**src/slp_pkg.sv**
```systemverilog
// Constants, register map and state encoding for the link power manager
package slp_pkg;
    // Register byte offsets
    localparam logic [7:0]  REG_CTRL_OFS      = 8'h00;
    localparam logic [7:0]  REG_PORT_CFG_OFS  = 8'h04;
    localparam logic [7:0]  REG_EXIT_TMO_OFS  = 8'h08;
    localparam logic [7:0]  REG_STATUS_OFS    = 8'h0C;
    // Control register fields
    localparam int          CTRL_D3_BIT       = 0;
    localparam int          CTRL_LOWPWR_BIT   = 1;
    localparam int          CTRL_AUTOSLP_BIT  = 2;
    localparam int          CTRL_RAID_BIT     = 3;
    localparam int          CTRL_HIE_BIT      = 4;
    localparam logic [31:0] CTRL_RST          = 32'h0000_0000;
    // Port config fields: gate enables at bit 0 up, sleep enables at bit 8 up
    localparam int          CFG_GATE_LSB      = 0;
    localparam int          CFG_SLEEP_LSB     = 8;
    localparam logic [31:0] PORT_CFG_RST      = 32'h0000_0000;
    localparam logic [7:0]  EXIT_TMO_RST      = 8'h00;
    // Status fields: 4 bits per port for state and pin level, then flags
    localparam int          STAT_PORT_W       = 4;
    localparam int          STAT_RAID_BIT     = 16;
    localparam int          STAT_TMO_LSB      = 24;
    // AXI responses
    localparam logic [1:0]  RESP_OKAY         = 2'h0;
    localparam logic [1:0]  RESP_SLVERR       = 2'h2;
    // Timing, in the units printed, at a 25 ns clock
    localparam int          CLK_PERIOD_PS     = 25000;
    localparam int          PARTIAL_EXIT_NS   = 10;
    localparam int          SLUMBER_EXIT_MS   = 10;
    localparam int          SLEEP_EXIT_MS     = 20;
    localparam int          MS_CYC            = 1000000000 / CLK_PERIOD_PS;
    localparam int          PARTIAL_EXIT_RAW  = (PARTIAL_EXIT_NS * 1000) / CLK_PERIOD_PS;
    localparam int          PARTIAL_EXIT_CYC  = (PARTIAL_EXIT_RAW < 1) ? 1 : PARTIAL_EXIT_RAW;
    localparam int          SLUMBER_EXIT_CYC  = SLUMBER_EXIT_MS * MS_CYC;
    localparam int          SLEEP_EXIT_CYC    = SLEEP_EXIT_MS * MS_CYC;
    // Per-port interface power state
    typedef enum logic [2:0] {
        SLP_ACTIVE  = 3'b000,
        SLP_PARTIAL = 3'b001,
        SLP_SLUMBER = 3'b010,
        SLP_DEVSLP  = 3'b011,
        SLP_WAKING  = 3'b100
    } slp_state_t;
endpackage : slp_pkg

```
**src/slp_link_pm.sv**
```systemverilog
// Link and controller power manager with AXI4-Lite registers
// How it works
// - Accept drive Partial/Slumber requests; never start such a transition ourselves.
// - Acknowledge every power transition request the drive sends (here only requests arriving in Active are acknowledged).
// - Before cable use, wake a Partial or Slumber link with COMWAKE.
// - Partial exit within 10 ns (limit here is one 25 ns cycle), Slumber exit within 10 ms; PHY stays powered (gated in Slumber if gate enabled).
// - PHY is powered down in device sleep.
// - Device sleep exit within 20 ms unless a drive timeout value is set.
// - Device sleep is entered only from Slumber.
// - When enabled, enter and leave device sleep automatically.
// - In D3 only configuration accesses pass; memory and I/O accesses abort.
// - No interrupts in D3; pending status may interrupt after D0 return.
// - In D3 ports show no drive and the PHY is powered down.
// - Returning from D3 to D0 resets nothing.
// - Low power option may ignore drive wakes in Slumber.
// - PHY power gating enabled per port.
// - RAID unavailable when RAID mode and host interface enable bit are set.
// - Sleep pin is open drain: released requests sleep, driven low requests exit.
//
// Decided for this implementation: the register offsets and the AXI4-Lite slave port.
`timescale 1ns/1ps
module slp_link_pm
    import slp_pkg::*;
#(
    parameter int NPORT            = 2,
    parameter int CNT_W            = 6,
    parameter int SLUMBER_EXIT_LIM = SLUMBER_EXIT_CYC,
    parameter int SLEEP_EXIT_LIM   = SLEEP_EXIT_CYC
) (
    input  wire logic             aclk,
    input  wire logic             aresetn,
    input  wire logic [7:0]       s_axi_awaddr,
    input  wire logic             s_axi_awvalid,
    output logic                  s_axi_awready,
    input  wire logic [31:0]      s_axi_wdata,
    input  wire logic [3:0]       s_axi_wstrb,
    input  wire logic             s_axi_wvalid,
    output logic                  s_axi_wready,
    output logic [1:0]            s_axi_bresp,
    output logic                  s_axi_bvalid,
    input  wire logic             s_axi_bready,
    input  wire logic [7:0]       s_axi_araddr,
    input  wire logic             s_axi_arvalid,
    output logic                  s_axi_arready,
    output logic [31:0]           s_axi_rdata,
    output logic [1:0]            s_axi_rresp,
    output logic                  s_axi_rvalid,
    input  wire logic             s_axi_rready,
    input  wire logic             mem_req,
    output logic                  mem_grant,
    output logic                  mem_abort,
    input  wire logic             irq_pending,
    output logic                  irq_out,
    output logic                  raid_available,
    input  wire logic [NPORT-1:0] drv_pm_req,
    input  wire logic [NPORT-1:0] drv_pm_slumber,
    output logic [NPORT-1:0]      pm_ack,
    input  wire logic [NPORT-1:0] drv_comwake,
    output logic [NPORT-1:0]      comwake_tx,
    input  wire logic [NPORT-1:0] cmd_issue,
    input  wire logic [NPORT-1:0] cmd_done,
    input  wire logic [NPORT-1:0] dev_detect,
    output logic [NPORT-1:0]      port_present,
    output logic [NPORT-1:0]      phy_power_down,
    output logic [NPORT-1:0]      port_phy_power_gate,
    input  wire logic [NPORT-1:0] port_sleep_request_pin_i,
    output logic [NPORT-1:0]      port_sleep_request_pin_o,
    output logic [NPORT-1:0]      port_sleep_request_pin_oe
);
    logic [31:0]      ctrl_ff;
    logic [31:0]      port_cfg_ff;
    logic [7:0]       sleep_exit_timeout_value_ff;
    logic [NPORT-1:0] tmo_flag_ff;
    logic [NPORT-1:0] tmo_evt;
    logic [2:0]       st_ff [NPORT];
    logic [NPORT-1:0] pin_s1_ff;
    logic [NPORT-1:0] pin_s2_ff;
    logic [NPORT-1:0] pin_s3_ff;
    logic [NPORT-1:0] pin_lvl_ff;
    logic             aw_got_ff;
    logic             w_got_ff;
    logic [7:0]       awaddr_ff;
    logic [31:0]      wdata_ff;
    logic [3:0]       wstrb_ff;
    logic             wr_go;
    logic [31:0]      wmask;
    logic [31:0]      status;
    logic [31:0]      exit_sleep_lim;
    logic             in_d3;
    logic             low_pwr;
    logic             auto_sleep;

    assign in_d3      = ctrl_ff[CTRL_D3_BIT];
    assign low_pwr    = ctrl_ff[CTRL_LOWPWR_BIT];
    assign auto_sleep = ctrl_ff[CTRL_AUTOSLP_BIT];
    assign wr_go      = aw_got_ff && w_got_ff && !s_axi_bvalid;
    assign wmask      = {{8{wstrb_ff[3]}}, {8{wstrb_ff[2]}}, {8{wstrb_ff[1]}}, {8{wstrb_ff[0]}}};

    // Drive timeout value in milliseconds overrides the default sleep exit limit
    assign exit_sleep_lim = (sleep_exit_timeout_value_ff != EXIT_TMO_RST)
                          ? 32'(sleep_exit_timeout_value_ff * MS_CYC) : 32'(SLEEP_EXIT_LIM);

    // Status image: per-port state, RAID availability, sticky wake timeouts
    always_comb begin
        status = 32'h0000_0000;
        for (int p = 0; p < NPORT; p++) begin
            status[p*STAT_PORT_W +: 3] = st_ff[p];
            status[p*STAT_PORT_W + 3]  = pin_lvl_ff[p];
            status[STAT_TMO_LSB + p]   = tmo_flag_ff[p];
        end
        status[STAT_RAID_BIT] = raid_available;
    end

    // Write address and data are taken independently, in either order
    always_ff @(posedge aclk) begin
        if (!aresetn) begin
            aw_got_ff     <= 1'b0;
            w_got_ff      <= 1'b0;
            s_axi_awready <= 1'b0;
            s_axi_wready  <= 1'b0;
            awaddr_ff     <= 8'h00;
            wdata_ff      <= 32'h0000_0000;
            wstrb_ff      <= 4'h0;
        end else begin
            s_axi_awready <= 1'b0;
            s_axi_wready  <= 1'b0;
            if (s_axi_awvalid && !aw_got_ff && !s_axi_awready) begin
                aw_got_ff     <= 1'b1;
                s_axi_awready <= 1'b1;
                awaddr_ff     <= s_axi_awaddr;
            end
            if (s_axi_wvalid && !w_got_ff && !s_axi_wready) begin
                w_got_ff     <= 1'b1;
                s_axi_wready <= 1'b1;
                wdata_ff     <= s_axi_wdata;
                wstrb_ff     <= s_axi_wstrb;
            end
            if (s_axi_bvalid && s_axi_bready) begin
                aw_got_ff <= 1'b0;
                w_got_ff  <= 1'b0;
            end
        end
    end

    // Write response; only unmapped offsets answer SLVERR
    always_ff @(posedge aclk) begin
        if (!aresetn) begin
            s_axi_bvalid <= 1'b0;
            s_axi_bresp  <= RESP_OKAY;
        end else if (wr_go) begin
            s_axi_bvalid <= 1'b1;
            s_axi_bresp  <= (awaddr_ff == REG_CTRL_OFS || awaddr_ff == REG_PORT_CFG_OFS ||
                             awaddr_ff == REG_EXIT_TMO_OFS || awaddr_ff == REG_STATUS_OFS)
                          ? RESP_OKAY : RESP_SLVERR;
        end else if (s_axi_bready) begin
            s_axi_bvalid <= 1'b0;
        end
    end

    // Control registers see only aresetn; leaving D3 clears nothing
    always_ff @(posedge aclk) begin
        if (!aresetn) begin
            ctrl_ff                     <= CTRL_RST;
            port_cfg_ff                 <= PORT_CFG_RST;
            sleep_exit_timeout_value_ff <= EXIT_TMO_RST;
        end else if (wr_go) begin
            if (awaddr_ff == REG_CTRL_OFS)
                ctrl_ff <= (ctrl_ff & ~wmask) | (wdata_ff & wmask);
            if (awaddr_ff == REG_PORT_CFG_OFS)
                port_cfg_ff <= (port_cfg_ff & ~wmask) | (wdata_ff & wmask);
            if (awaddr_ff == REG_EXIT_TMO_OFS && wstrb_ff[0])
                sleep_exit_timeout_value_ff <= wdata_ff[7:0];
        end
    end

    // Sticky timeout flags, write one to clear; a new event wins over the clear
    always_ff @(posedge aclk) begin
        if (!aresetn) begin
            tmo_flag_ff <= '0;
        end else begin
            if (wr_go && awaddr_ff == REG_STATUS_OFS && wstrb_ff[3])
                tmo_flag_ff <= (tmo_flag_ff & ~wdata_ff[STAT_TMO_LSB +: NPORT]) | tmo_evt;
            else
                tmo_flag_ff <= tmo_flag_ff | tmo_evt;
        end
    end

    // Read channel, one cycle from address to data
    always_ff @(posedge aclk) begin
        if (!aresetn) begin
            s_axi_arready <= 1'b0;
            s_axi_rvalid  <= 1'b0;
            s_axi_rdata   <= 32'h0000_0000;
            s_axi_rresp   <= RESP_OKAY;
        end else begin
            s_axi_arready <= 1'b0;
            if (s_axi_rvalid && s_axi_rready) begin
                s_axi_rvalid <= 1'b0;
            end else if (s_axi_arvalid && !s_axi_rvalid && !s_axi_arready) begin
                s_axi_arready <= 1'b1;
                s_axi_rvalid  <= 1'b1;
                s_axi_rresp   <= RESP_OKAY;
                unique case (s_axi_araddr)
                    REG_CTRL_OFS:     s_axi_rdata <= ctrl_ff;
                    REG_PORT_CFG_OFS: s_axi_rdata <= port_cfg_ff;
                    REG_EXIT_TMO_OFS: s_axi_rdata <= {24'h00_0000, sleep_exit_timeout_value_ff};
                    REG_STATUS_OFS:   s_axi_rdata <= status;
                    default: begin
                        s_axi_rdata <= 32'h0000_0000;
                        s_axi_rresp <= RESP_SLVERR;
                    end
                endcase
            end
        end
    end

    // Controller-level outputs: access gating, interrupt gating, RAID availability
    always_ff @(posedge aclk) begin
        if (!aresetn) begin
            mem_grant      <= 1'b0;
            mem_abort      <= 1'b0;
            irq_out        <= 1'b0;
            raid_available <= 1'b0;
        end else begin
            // memory or I/O request in D3 ends in abort
            mem_grant <= mem_req && !in_d3;
            mem_abort <= mem_req && in_d3;
            // interrupt held off in D3, reappears in D0 if still pending
            irq_out <= irq_pending && !in_d3;
            // RAID blocked by host interface enable
            raid_available <= ctrl_ff[CTRL_RAID_BIT] && !ctrl_ff[CTRL_HIE_BIT];
        end
    end

    // Sleep pin sense: three flops, level taken when the last two agree
    always_ff @(posedge aclk) begin
        if (!aresetn) begin
            pin_s1_ff  <= '0;
            pin_s2_ff  <= '0;
            pin_s3_ff  <= '0;
            pin_lvl_ff <= '0;
        end else begin
            pin_s1_ff <= port_sleep_request_pin_i;
            pin_s2_ff <= pin_s1_ff;
            pin_s3_ff <= pin_s2_ff;
            for (int p = 0; p < NPORT; p++)
                if (pin_s2_ff[p] == pin_s3_ff[p])
                    pin_lvl_ff[p] <= pin_s3_ff[p];
        end
    end

    for (genvar g = 0; g < NPORT; g++) begin : g_port
        slp_state_t st;
        logic [CNT_W-1:0] outst_ff;
        logic [31:0]      wait_ff;
        logic             need_cable;
        logic             idle;
        logic             wake_seen;

        assign st         = slp_state_t'(st_ff[g]);
        // cable needed by new or outstanding commands
        assign need_cable = cmd_issue[g] || (outst_ff != '0);
        // idle means nothing outstanding and nothing arriving
        assign idle       = (outst_ff == '0) && !cmd_issue[g];
        // with the low power option a Slumber wake from the drive is missed
        assign wake_seen  = drv_comwake[g] && !(low_pwr && st == SLP_SLUMBER);

        always_ff @(posedge aclk) begin
            if (!aresetn)
                outst_ff <= '0;
            else if (cmd_issue[g] && !cmd_done[g])
                outst_ff <= outst_ff + CNT_W'(1);
            else if (cmd_done[g] && !cmd_issue[g] && outst_ff != '0)
                outst_ff <= outst_ff - CNT_W'(1);
        end

        // Interface power state machine; the host side never starts a Partial or Slumber entry
        always_ff @(posedge aclk) begin
            if (!aresetn) begin
                st_ff[g]      <= SLP_ACTIVE;
                wait_ff       <= 32'h0000_0000;
                pm_ack[g]     <= 1'b0;
                comwake_tx[g] <= 1'b0;
                tmo_evt[g]    <= 1'b0;
            end else begin
                pm_ack[g]     <= 1'b0;
                comwake_tx[g] <= 1'b0;
                tmo_evt[g]    <= 1'b0;
                unique case (st)
                    SLP_ACTIVE: begin
                        // only a drive request lowers the link
                        if (drv_pm_req[g]) begin
                            pm_ack[g] <= 1'b1;
                            st_ff[g]  <= drv_pm_slumber[g] ? SLP_SLUMBER : SLP_PARTIAL;
                        end
                    end
                    SLP_PARTIAL, SLP_SLUMBER: begin
                        if (wake_seen) begin
                            st_ff[g] <= SLP_ACTIVE;
                        end else if (need_cable && !in_d3) begin
                            comwake_tx[g] <= 1'b1;
                            st_ff[g]      <= SLP_WAKING;
                            wait_ff <= (st == SLP_PARTIAL) ? 32'(PARTIAL_EXIT_CYC) : 32'(SLUMBER_EXIT_LIM);
                        // sleep only from Slumber, automatic when enabled
                        end else if (st == SLP_SLUMBER && auto_sleep && idle &&
                                     port_cfg_ff[CFG_SLEEP_LSB + g]) begin
                            st_ff[g] <= SLP_DEVSLP;
                        end
                    end
                    SLP_DEVSLP: begin
                        // leave sleep on demand; drive answers with COMWAKE
                        if (need_cable && !in_d3) begin
                            st_ff[g] <= SLP_WAKING;
                            wait_ff  <= exit_sleep_lim;
                        end else if (drv_comwake[g]) begin
                            st_ff[g] <= SLP_ACTIVE;
                        end
                    end
                    SLP_WAKING: begin
                        // link must be back before the limit runs out
                        if (drv_comwake[g]) begin
                            st_ff[g] <= SLP_ACTIVE;
                        end else if (wait_ff <= 32'h0000_0001) begin
                            tmo_evt[g] <= 1'b1;
                            st_ff[g]   <= SLP_ACTIVE;
                        end else begin
                            wait_ff <= wait_ff - 32'h0000_0001;
                        end
                    end
                    default: st_ff[g] <= SLP_ACTIVE;
                endcase
            end
        end

        // Pin and PHY power outputs, all registered
        always_ff @(posedge aclk) begin
            if (!aresetn) begin
                port_sleep_request_pin_o[g]  <= 1'b0;
                port_sleep_request_pin_oe[g] <= 1'b1;
                phy_power_down[g]            <= 1'b0;
                port_phy_power_gate[g]       <= 1'b0;
                port_present[g]              <= 1'b0;
            end else begin
                // released in sleep so the drive pull-up raises it, else driven low
                port_sleep_request_pin_o[g]  <= 1'b0;
                port_sleep_request_pin_oe[g] <= !(st == SLP_DEVSLP && !need_cable);
                // PHY off in sleep; and in D3
                phy_power_down[g] <= (st == SLP_DEVSLP) || in_d3;
                // gating only where the port's enable is set
                port_phy_power_gate[g] <= port_cfg_ff[CFG_GATE_LSB + g] &&
                                          (st == SLP_DEVSLP || st == SLP_SLUMBER || in_d3);
                // no drive reported while in D3
                port_present[g] <= dev_detect[g] && !in_d3;
            end
        end
    end
endmodule : slp_link_pm

```
**config.mk**
```make
export PLATFORM = sky130hd
export DESIGN_NAME = slp_link_pm
export DESIGN_NICKNAME = d
export VERILOG_FILES = /design/src/slp_pkg.sv /design/src/slp_link_pm.sv
export SDC_FILE = /design/constraint.sdc
export NUM_CORES = 1
export LEC_CHECK = 0
export BUFFER_PORTS_ARGS = -buffer_cell sky130_fd_sc_hd__buf_2
export CORE_MARGIN = 1
export CORE_UTILIZATION = 45
export CTS_CLUSTER_DIAMETER = 80
export DETAILED_ROUTE_END_ITERATION = 6
export PLACE_DENSITY = 0.66
export SLEW_MARGIN = 30
export SYNTH_ARGS = -nofsm -noshare
export SYNTH_HDL_FRONTEND = slang
export SYNTH_SLANG_ARGS = --single-unit
export TNS_END_PERCENT = 30
```
**constraint.sdc**
```tcl
create_clock -name aclk -period 4.3 [get_ports aclk]
set_clock_uncertainty 0.15 [all_clocks]
set_input_delay 1.29 -clock aclk [delete_from_list [all_inputs] [get_ports aclk]]
set_output_delay 1.29 -clock aclk [all_outputs]
set_load 0.03 [all_outputs]
```
# Word level (Yosys, flattened, before mapping)
# Memory sizes are Yosys's and may differ from the RTL's.
# Index checks and enable logic that the tools add are counted.
[totals]
memories = 1
inputBits = 75
regBits = 263
out_inout_bits = 59
wordCells = 335
mem_bits_rw = 6
[classes]
n_mul = 1
eq_ne = 26
n_bitwise = 30
n_mux = 125
reduce_logical = 100
order_cmp = 2
add_sub_neg = 6
[mem_list]
columns = ["memory", "words", "width", "read_ports", "rd_ports_with_merged_regs", "wr", "line_no", "text"]
rows = [
  ["st_ff", 2, 3, 2, 0, 2, "slp_link_pm.sv:75", "logic [2:0] st_ff [NPORT];"],
]
[op_table]
columns = ["op", "n"]
rows = [
  ["32-bit 2-to-1 mux", 10],
  ["32-bit one-hot mux with 3 select lines", 2],
  ["32-bit one-hot mux with 4 select lines", 1],
  ["32-bit bitwise AND", 3],
  ["1-bit 2-to-1 mux", 82],
  ["32-bit by 1-bit <= comparator with 1-bit output, second input constant", 2],
  ["32-bit OR", 2],
  ["32-bit by 1-bit subtractor with 32-bit output, second input constant", 2],
  ["3-bit 2-to-1 mux", 18],
  ["1-bit logical AND", 43],
  ["19-bit 2-to-1 mux", 2],
  ["8-bit by 4-bit == test with 1-bit output, second input constant", 4],
  ["32-bit inverter", 1],
  ["24-bit 2-to-1 mux", 1],
  ["6-bit 2-to-1 mux", 4],
  ["2-bit != test, second input constant", 10],
  ["1-bit zero test", 19],
  ["8-bit by 10-bit multiplier with 18-bit output, second input constant", 1],
  ["1-bit OR", 18],
  ["8-bit by 3-bit == test with 1-bit output, second input constant", 2],
  ["8-bit zero test", 2],
  ["6-bit by 1-bit adder with 6-bit output, second input constant", 2],
  ["3-bit by 2-bit == test with 1-bit output, second input constant", 4],
  ["6-bit zero test", 2],
  ["other kinds (20)", 53],
]

# Logic depth before layout (Yosys ltp)
# An unclocked memory read counts as a cell.
[depth]
word_depth = 17
ltp_mapped = 15
depth_no_buf = 15

# Least setup slack after synthesis
# No wires, ideal clock.
[synth_path]
path_type = "reg-to-reg"
start = "register sleep_exit_timeout_value_ff[2]"
end = "register g_port[0].wait_ff[20]"
required_time_ps = 4018
arrival_ps = 3721
synth_period_minus_slack_ps = 4004
path_stages_with_launch = 16
setup_ps = 132
path_slack_ps = 296
n_path_buf = 0
cell_sequence = "dfxtp_1 inv_1 ha_1 ha_1 inv_1 fa_1 fa_1 inv_1 fa_1 a21o_1 a221oi_1 o21bai_1 xnor2_1 nor3_1 a31oi_1 a21oi_1"
[synth_between]
elab_chain_cells = 4
elab_cells_between_ends = 5
classes_between = "mul: 1; mux: 3; reduce/logical: 1"
[synth_rtl]
columns = ["element", "line_no", "text"]
rows = [
  ["start: declaration", "slp_link_pm.sv:72", "logic [7:0] sleep_exit_timeout_value_ff;"],
  ["start signal: assignment", "slp_link_pm.sv:172", "sleep_exit_timeout_value_ff <= wdata_ff[7:0];"],
  ["8-bit by 10-bit multiplier with 18-bit output or 8-bit nonzero test (tied branches)", "slp_link_pm.sv:101, slp_link_pm.sv:100", ""],
  ["24-bit 2-to-1 mux (*)", "slp_link_pm.sv:101", "? 32'(sleep_exit_timeout_value_ff * MS_CYC) : 32'(SLEEP_EXIT_LIM);"],
  ["32-bit 2-to-1 mux (*)", "slp_link_pm.sv:312", "if (need_cable && !in_d3) begin"],
  ["32-bit one-hot mux with 3 select lines (*)", "slp_link_pm.sv:289", "unique case (st)"],
  ["end signal: assignment", "slp_link_pm.sv:303", "wait_ff <= (st == SLP_PARTIAL) ? 32'(PARTIAL_EXIT_CYC) : 32'(SLUMBER_EXIT_LIM);"],
  ["end signal: assignment", "slp_link_pm.sv:314", "wait_ff <= exit_sleep_lim;"],
  ["end signal: assignment", "slp_link_pm.sv:327", "wait_ff <= wait_ff - 32'h0000_0001;"],
  ["end: declaration", "slp_link_pm.sv:255", "logic [31:0] wait_ff;"],
]
# Every way passes the cells marked *; elsewhere a longest branch is shown, timed or not. The select of a mux whose other input is x is not followed.
# A chain may end at the register's enable or synchronous reset.

# Worst setup path after layout
[layout_path]
start = "register sleep_exit_timeout_value_ff[5]"
end = "register g_port[1].wait_ff[18]"
[layout_between]
elab_chain_cells = 4
elab_cells_between_ends = 5
classes_between = "mul: 1; mux: 3; reduce/logical: 1"
[layout_rtl]
columns = ["element", "line_no"]
rows = [
  ["8-bit by 10-bit multiplier with 18-bit output or 8-bit nonzero test (tied branches)", "slp_link_pm.sv:101, slp_link_pm.sv:100"],
  ["24-bit 2-to-1 mux (*)", "slp_link_pm.sv:101"],
  ["32-bit 2-to-1 mux (*)", "slp_link_pm.sv:312"],
  ["32-bit one-hot mux with 3 select lines (*)", "slp_link_pm.sv:289"],
  ["end signal: assignment", "slp_link_pm.sv:303"],
  ["end signal: assignment", "slp_link_pm.sv:314"],
  ["end signal: assignment", "slp_link_pm.sv:327"],
  ["end: declaration", "slp_link_pm.sv:255"],
]
# Marked as above.

==> results.cfg <==
[synth]
synthesis.area_um2 = 13100
ys_warn_count = 0
yosysSeqAreaShare = 0.412
synth_edf_count = 6
synth.avg_cell_area_um2 = 8.33
synthArstFlopShare = 0
syn_inst = 1574
synth_ff_type = dfxtp_1
ys_types = 70
synth-seq-cells = 267

[timing]
tightest_slew_ns = 0.952
final.min_clock_period_ns = 4.05
finalHoldViolations = 0
rsz0062_at_grt = false
post-route-period-util = 0.943
fmax_mhz = 247
fin_setup_tns_ns = 0
final.setup.worst_slack_ns = 0.245
setup_viol = 0
maxSlewViolCount = 0
relSlewSlack = 0.364

[worst_setup_path]
critical_path_class = reg -> reg
worstPathMaxFanout = 5
arrival_ns = 4.32
critPathCaptureType = flip-flop
crit_required_ns = 4.56
crit_path_start_kind = flip-flop

[detailed_routing]
num_vias = 11577
wl_per_cell_um = 16.5
ant_nets = 0
drt-initial-drc-count = 965
drt_pass1_iterations = 5
post-route-drc-count = 0
totalWireLength_um = 34300
vias_per_cell = 5.58

[clock_tree]
cts_tree = done
cts_buffers = 28
clockRootBuffer = clkbuf_16
cts.sinks = 267
cts_hold_buf = 0
clk_pin_slew_ns = 0.06
clk_path_buf_depth = 3
clk_latency_ns = 0.56
h-tree-depth = 1

[grt]
grt_antenna_before_repair = 0
first_global_vias = 10691
grt_overflow = 0
busiest_layer = met2
grt_max_degree = 61
use_met2 = 0.353
grtUsageTotal = 0.228
grt_pass1_wl_um = 56200
grt_use_met3 = 0.0330
met1_usage = 0.332

[floorplan]
core_um2 = 28700
dieArea_um2 = 29800
initial_core_util = 0.457
row_count = 62
die_w_um = 173
die_h_um = 173
io-pin-count = 134

[power]
vdd_drop_max_uv = 381
power.density_nw_per_um2 = 557
p_leak_nw = 6.23

[placed_design]
gp_congestion = 0.855
dp_slack_ns = 0.121
dp_cells = 2023
dp_hpwl_um = 23800
io_buffers = 129

[layout]
multi_input_area_um2 = 7190
final_cell_mix = 260 x dfxtp_1, 206 x nand2_1, 188 x nor2_1
layout-drive-gt1-share = 0.159
final_common_cell = dfxtp_1
area.sequential_um2 = 5410
instances_no_fill = 2074
nets = 1812
num-fill-cells = 2761
syn2layout_area_growth_pct = 15.0

[status]
status = finished, final reports clean

[run]
maxCapViolCount = 0

[hold_path]
min_path_type = reg -> reg
## synthesized netlist by cell type (all sizes together), types with 10 or more instances
cell type	number	area (um2)
nand2	206	773
nor3	36	180
nor4	19	138
buf	23	116
fa	14	280
o21ai	62	310
mux2	21	236
nand3	74	370
nor2	188	706
mux2i	31	310
clkbuf	77	290
o22ai	10	62.6
inv	43	161
ha	54	676
nor2b	12	75.1
xnor2	21	184
dfxtp	261	5230
a21oi	170	851
and2	17	106
and3	12	75.1
a22oi	41	308
or3	15	93.8
xor2	18	158
## critical path, cell delays in order (launching register included)
cell and delay (ns):
dfxtp_2 0.35, fa_1 0.58, fa_1 0.44, ha_1 0.29, inv_1 0.05, fa_1 0.54
inv_1 0.04, ha_1 0.29, and3_1 0.21, a221oi_2 0.31, xnor2_1 0.15, nor2_1 0.10
nor2_1 0.06, o31ai_1 0.26, a21oi_1 0.09
## worst paths after layout
kind,slack [ns],endpoint,startpoint,cells past startpoint
setup / recovery,0.25,g_port[1].wait_ff[18],sleep_exit_timeout_value_ff[5],14
hold / removal,0.29,pin_s2_ff[0],pin_s1_ff[0],1
hold reg to reg,0.29,pin_s2_ff[0],pin_s1_ff[0],1
setup reg to reg,0.25,g_port[1].wait_ff[18],sleep_exit_timeout_value_ff[5],14
## routing by layer
metal | vias up | wire length [um]
li1 | 5714 | -
met1 | 5509 | 16600
met2 | 305 | 15100
met3 | 49 | 1910
met4 | 0 | 719
met5 | - | 0
## metrics by stage
stage,utilization,power (mW),hold slack [ns],area (um2)
global placement,0.492,5.98,0.276,14100
global route,0.525,8.95,0.307,15100
finish,0.525,8.40,0.292,15100
floorplan,-,5.30,0.262,13100
detailed placement,0.492,6.00,0.275,14100
CTS,0.524,8.42,0.290,15000
## repair_timing
action	CTS	global route
endpoints found under the setup margin	0	6
gates resized for setup	0	4
buffers inserted	0	0
## cell families after synthesis
kind of cell | synth area share
adder cells (fa/ha/maj) | 0.0729
XOR/XNOR | 0.0261
flip-flops | 0.412
buffers and inverters | 0.0433
other | 0.000286
AO/OA/AOI/OAI | 0.166
AND/OR/NAND/NOR | 0.224
multiplexers | 0.0555
## layout make-up
class	count	area share
inverters	43	0.0110
flip-flops and latches	267	0.359
repair buffers	162	0.0593
clock buffers	39	0.0547
well taps	384	0.0319
multi-input cells	1167	0.477
clock inverters	11	0.00689
diodes	1	0.000166
## report_power, final
group | total [mW] | switching, mW | leakage (nW) | internal, mW
clock network | 2.41 | 1.01 | 0.455 | 1.40
registers | 3.02 | 0.278 | 2.18 | 2.75
logic | 2.96 | 1.87 | 3.59 | 1.10
(Power assumes the default switching activity.)
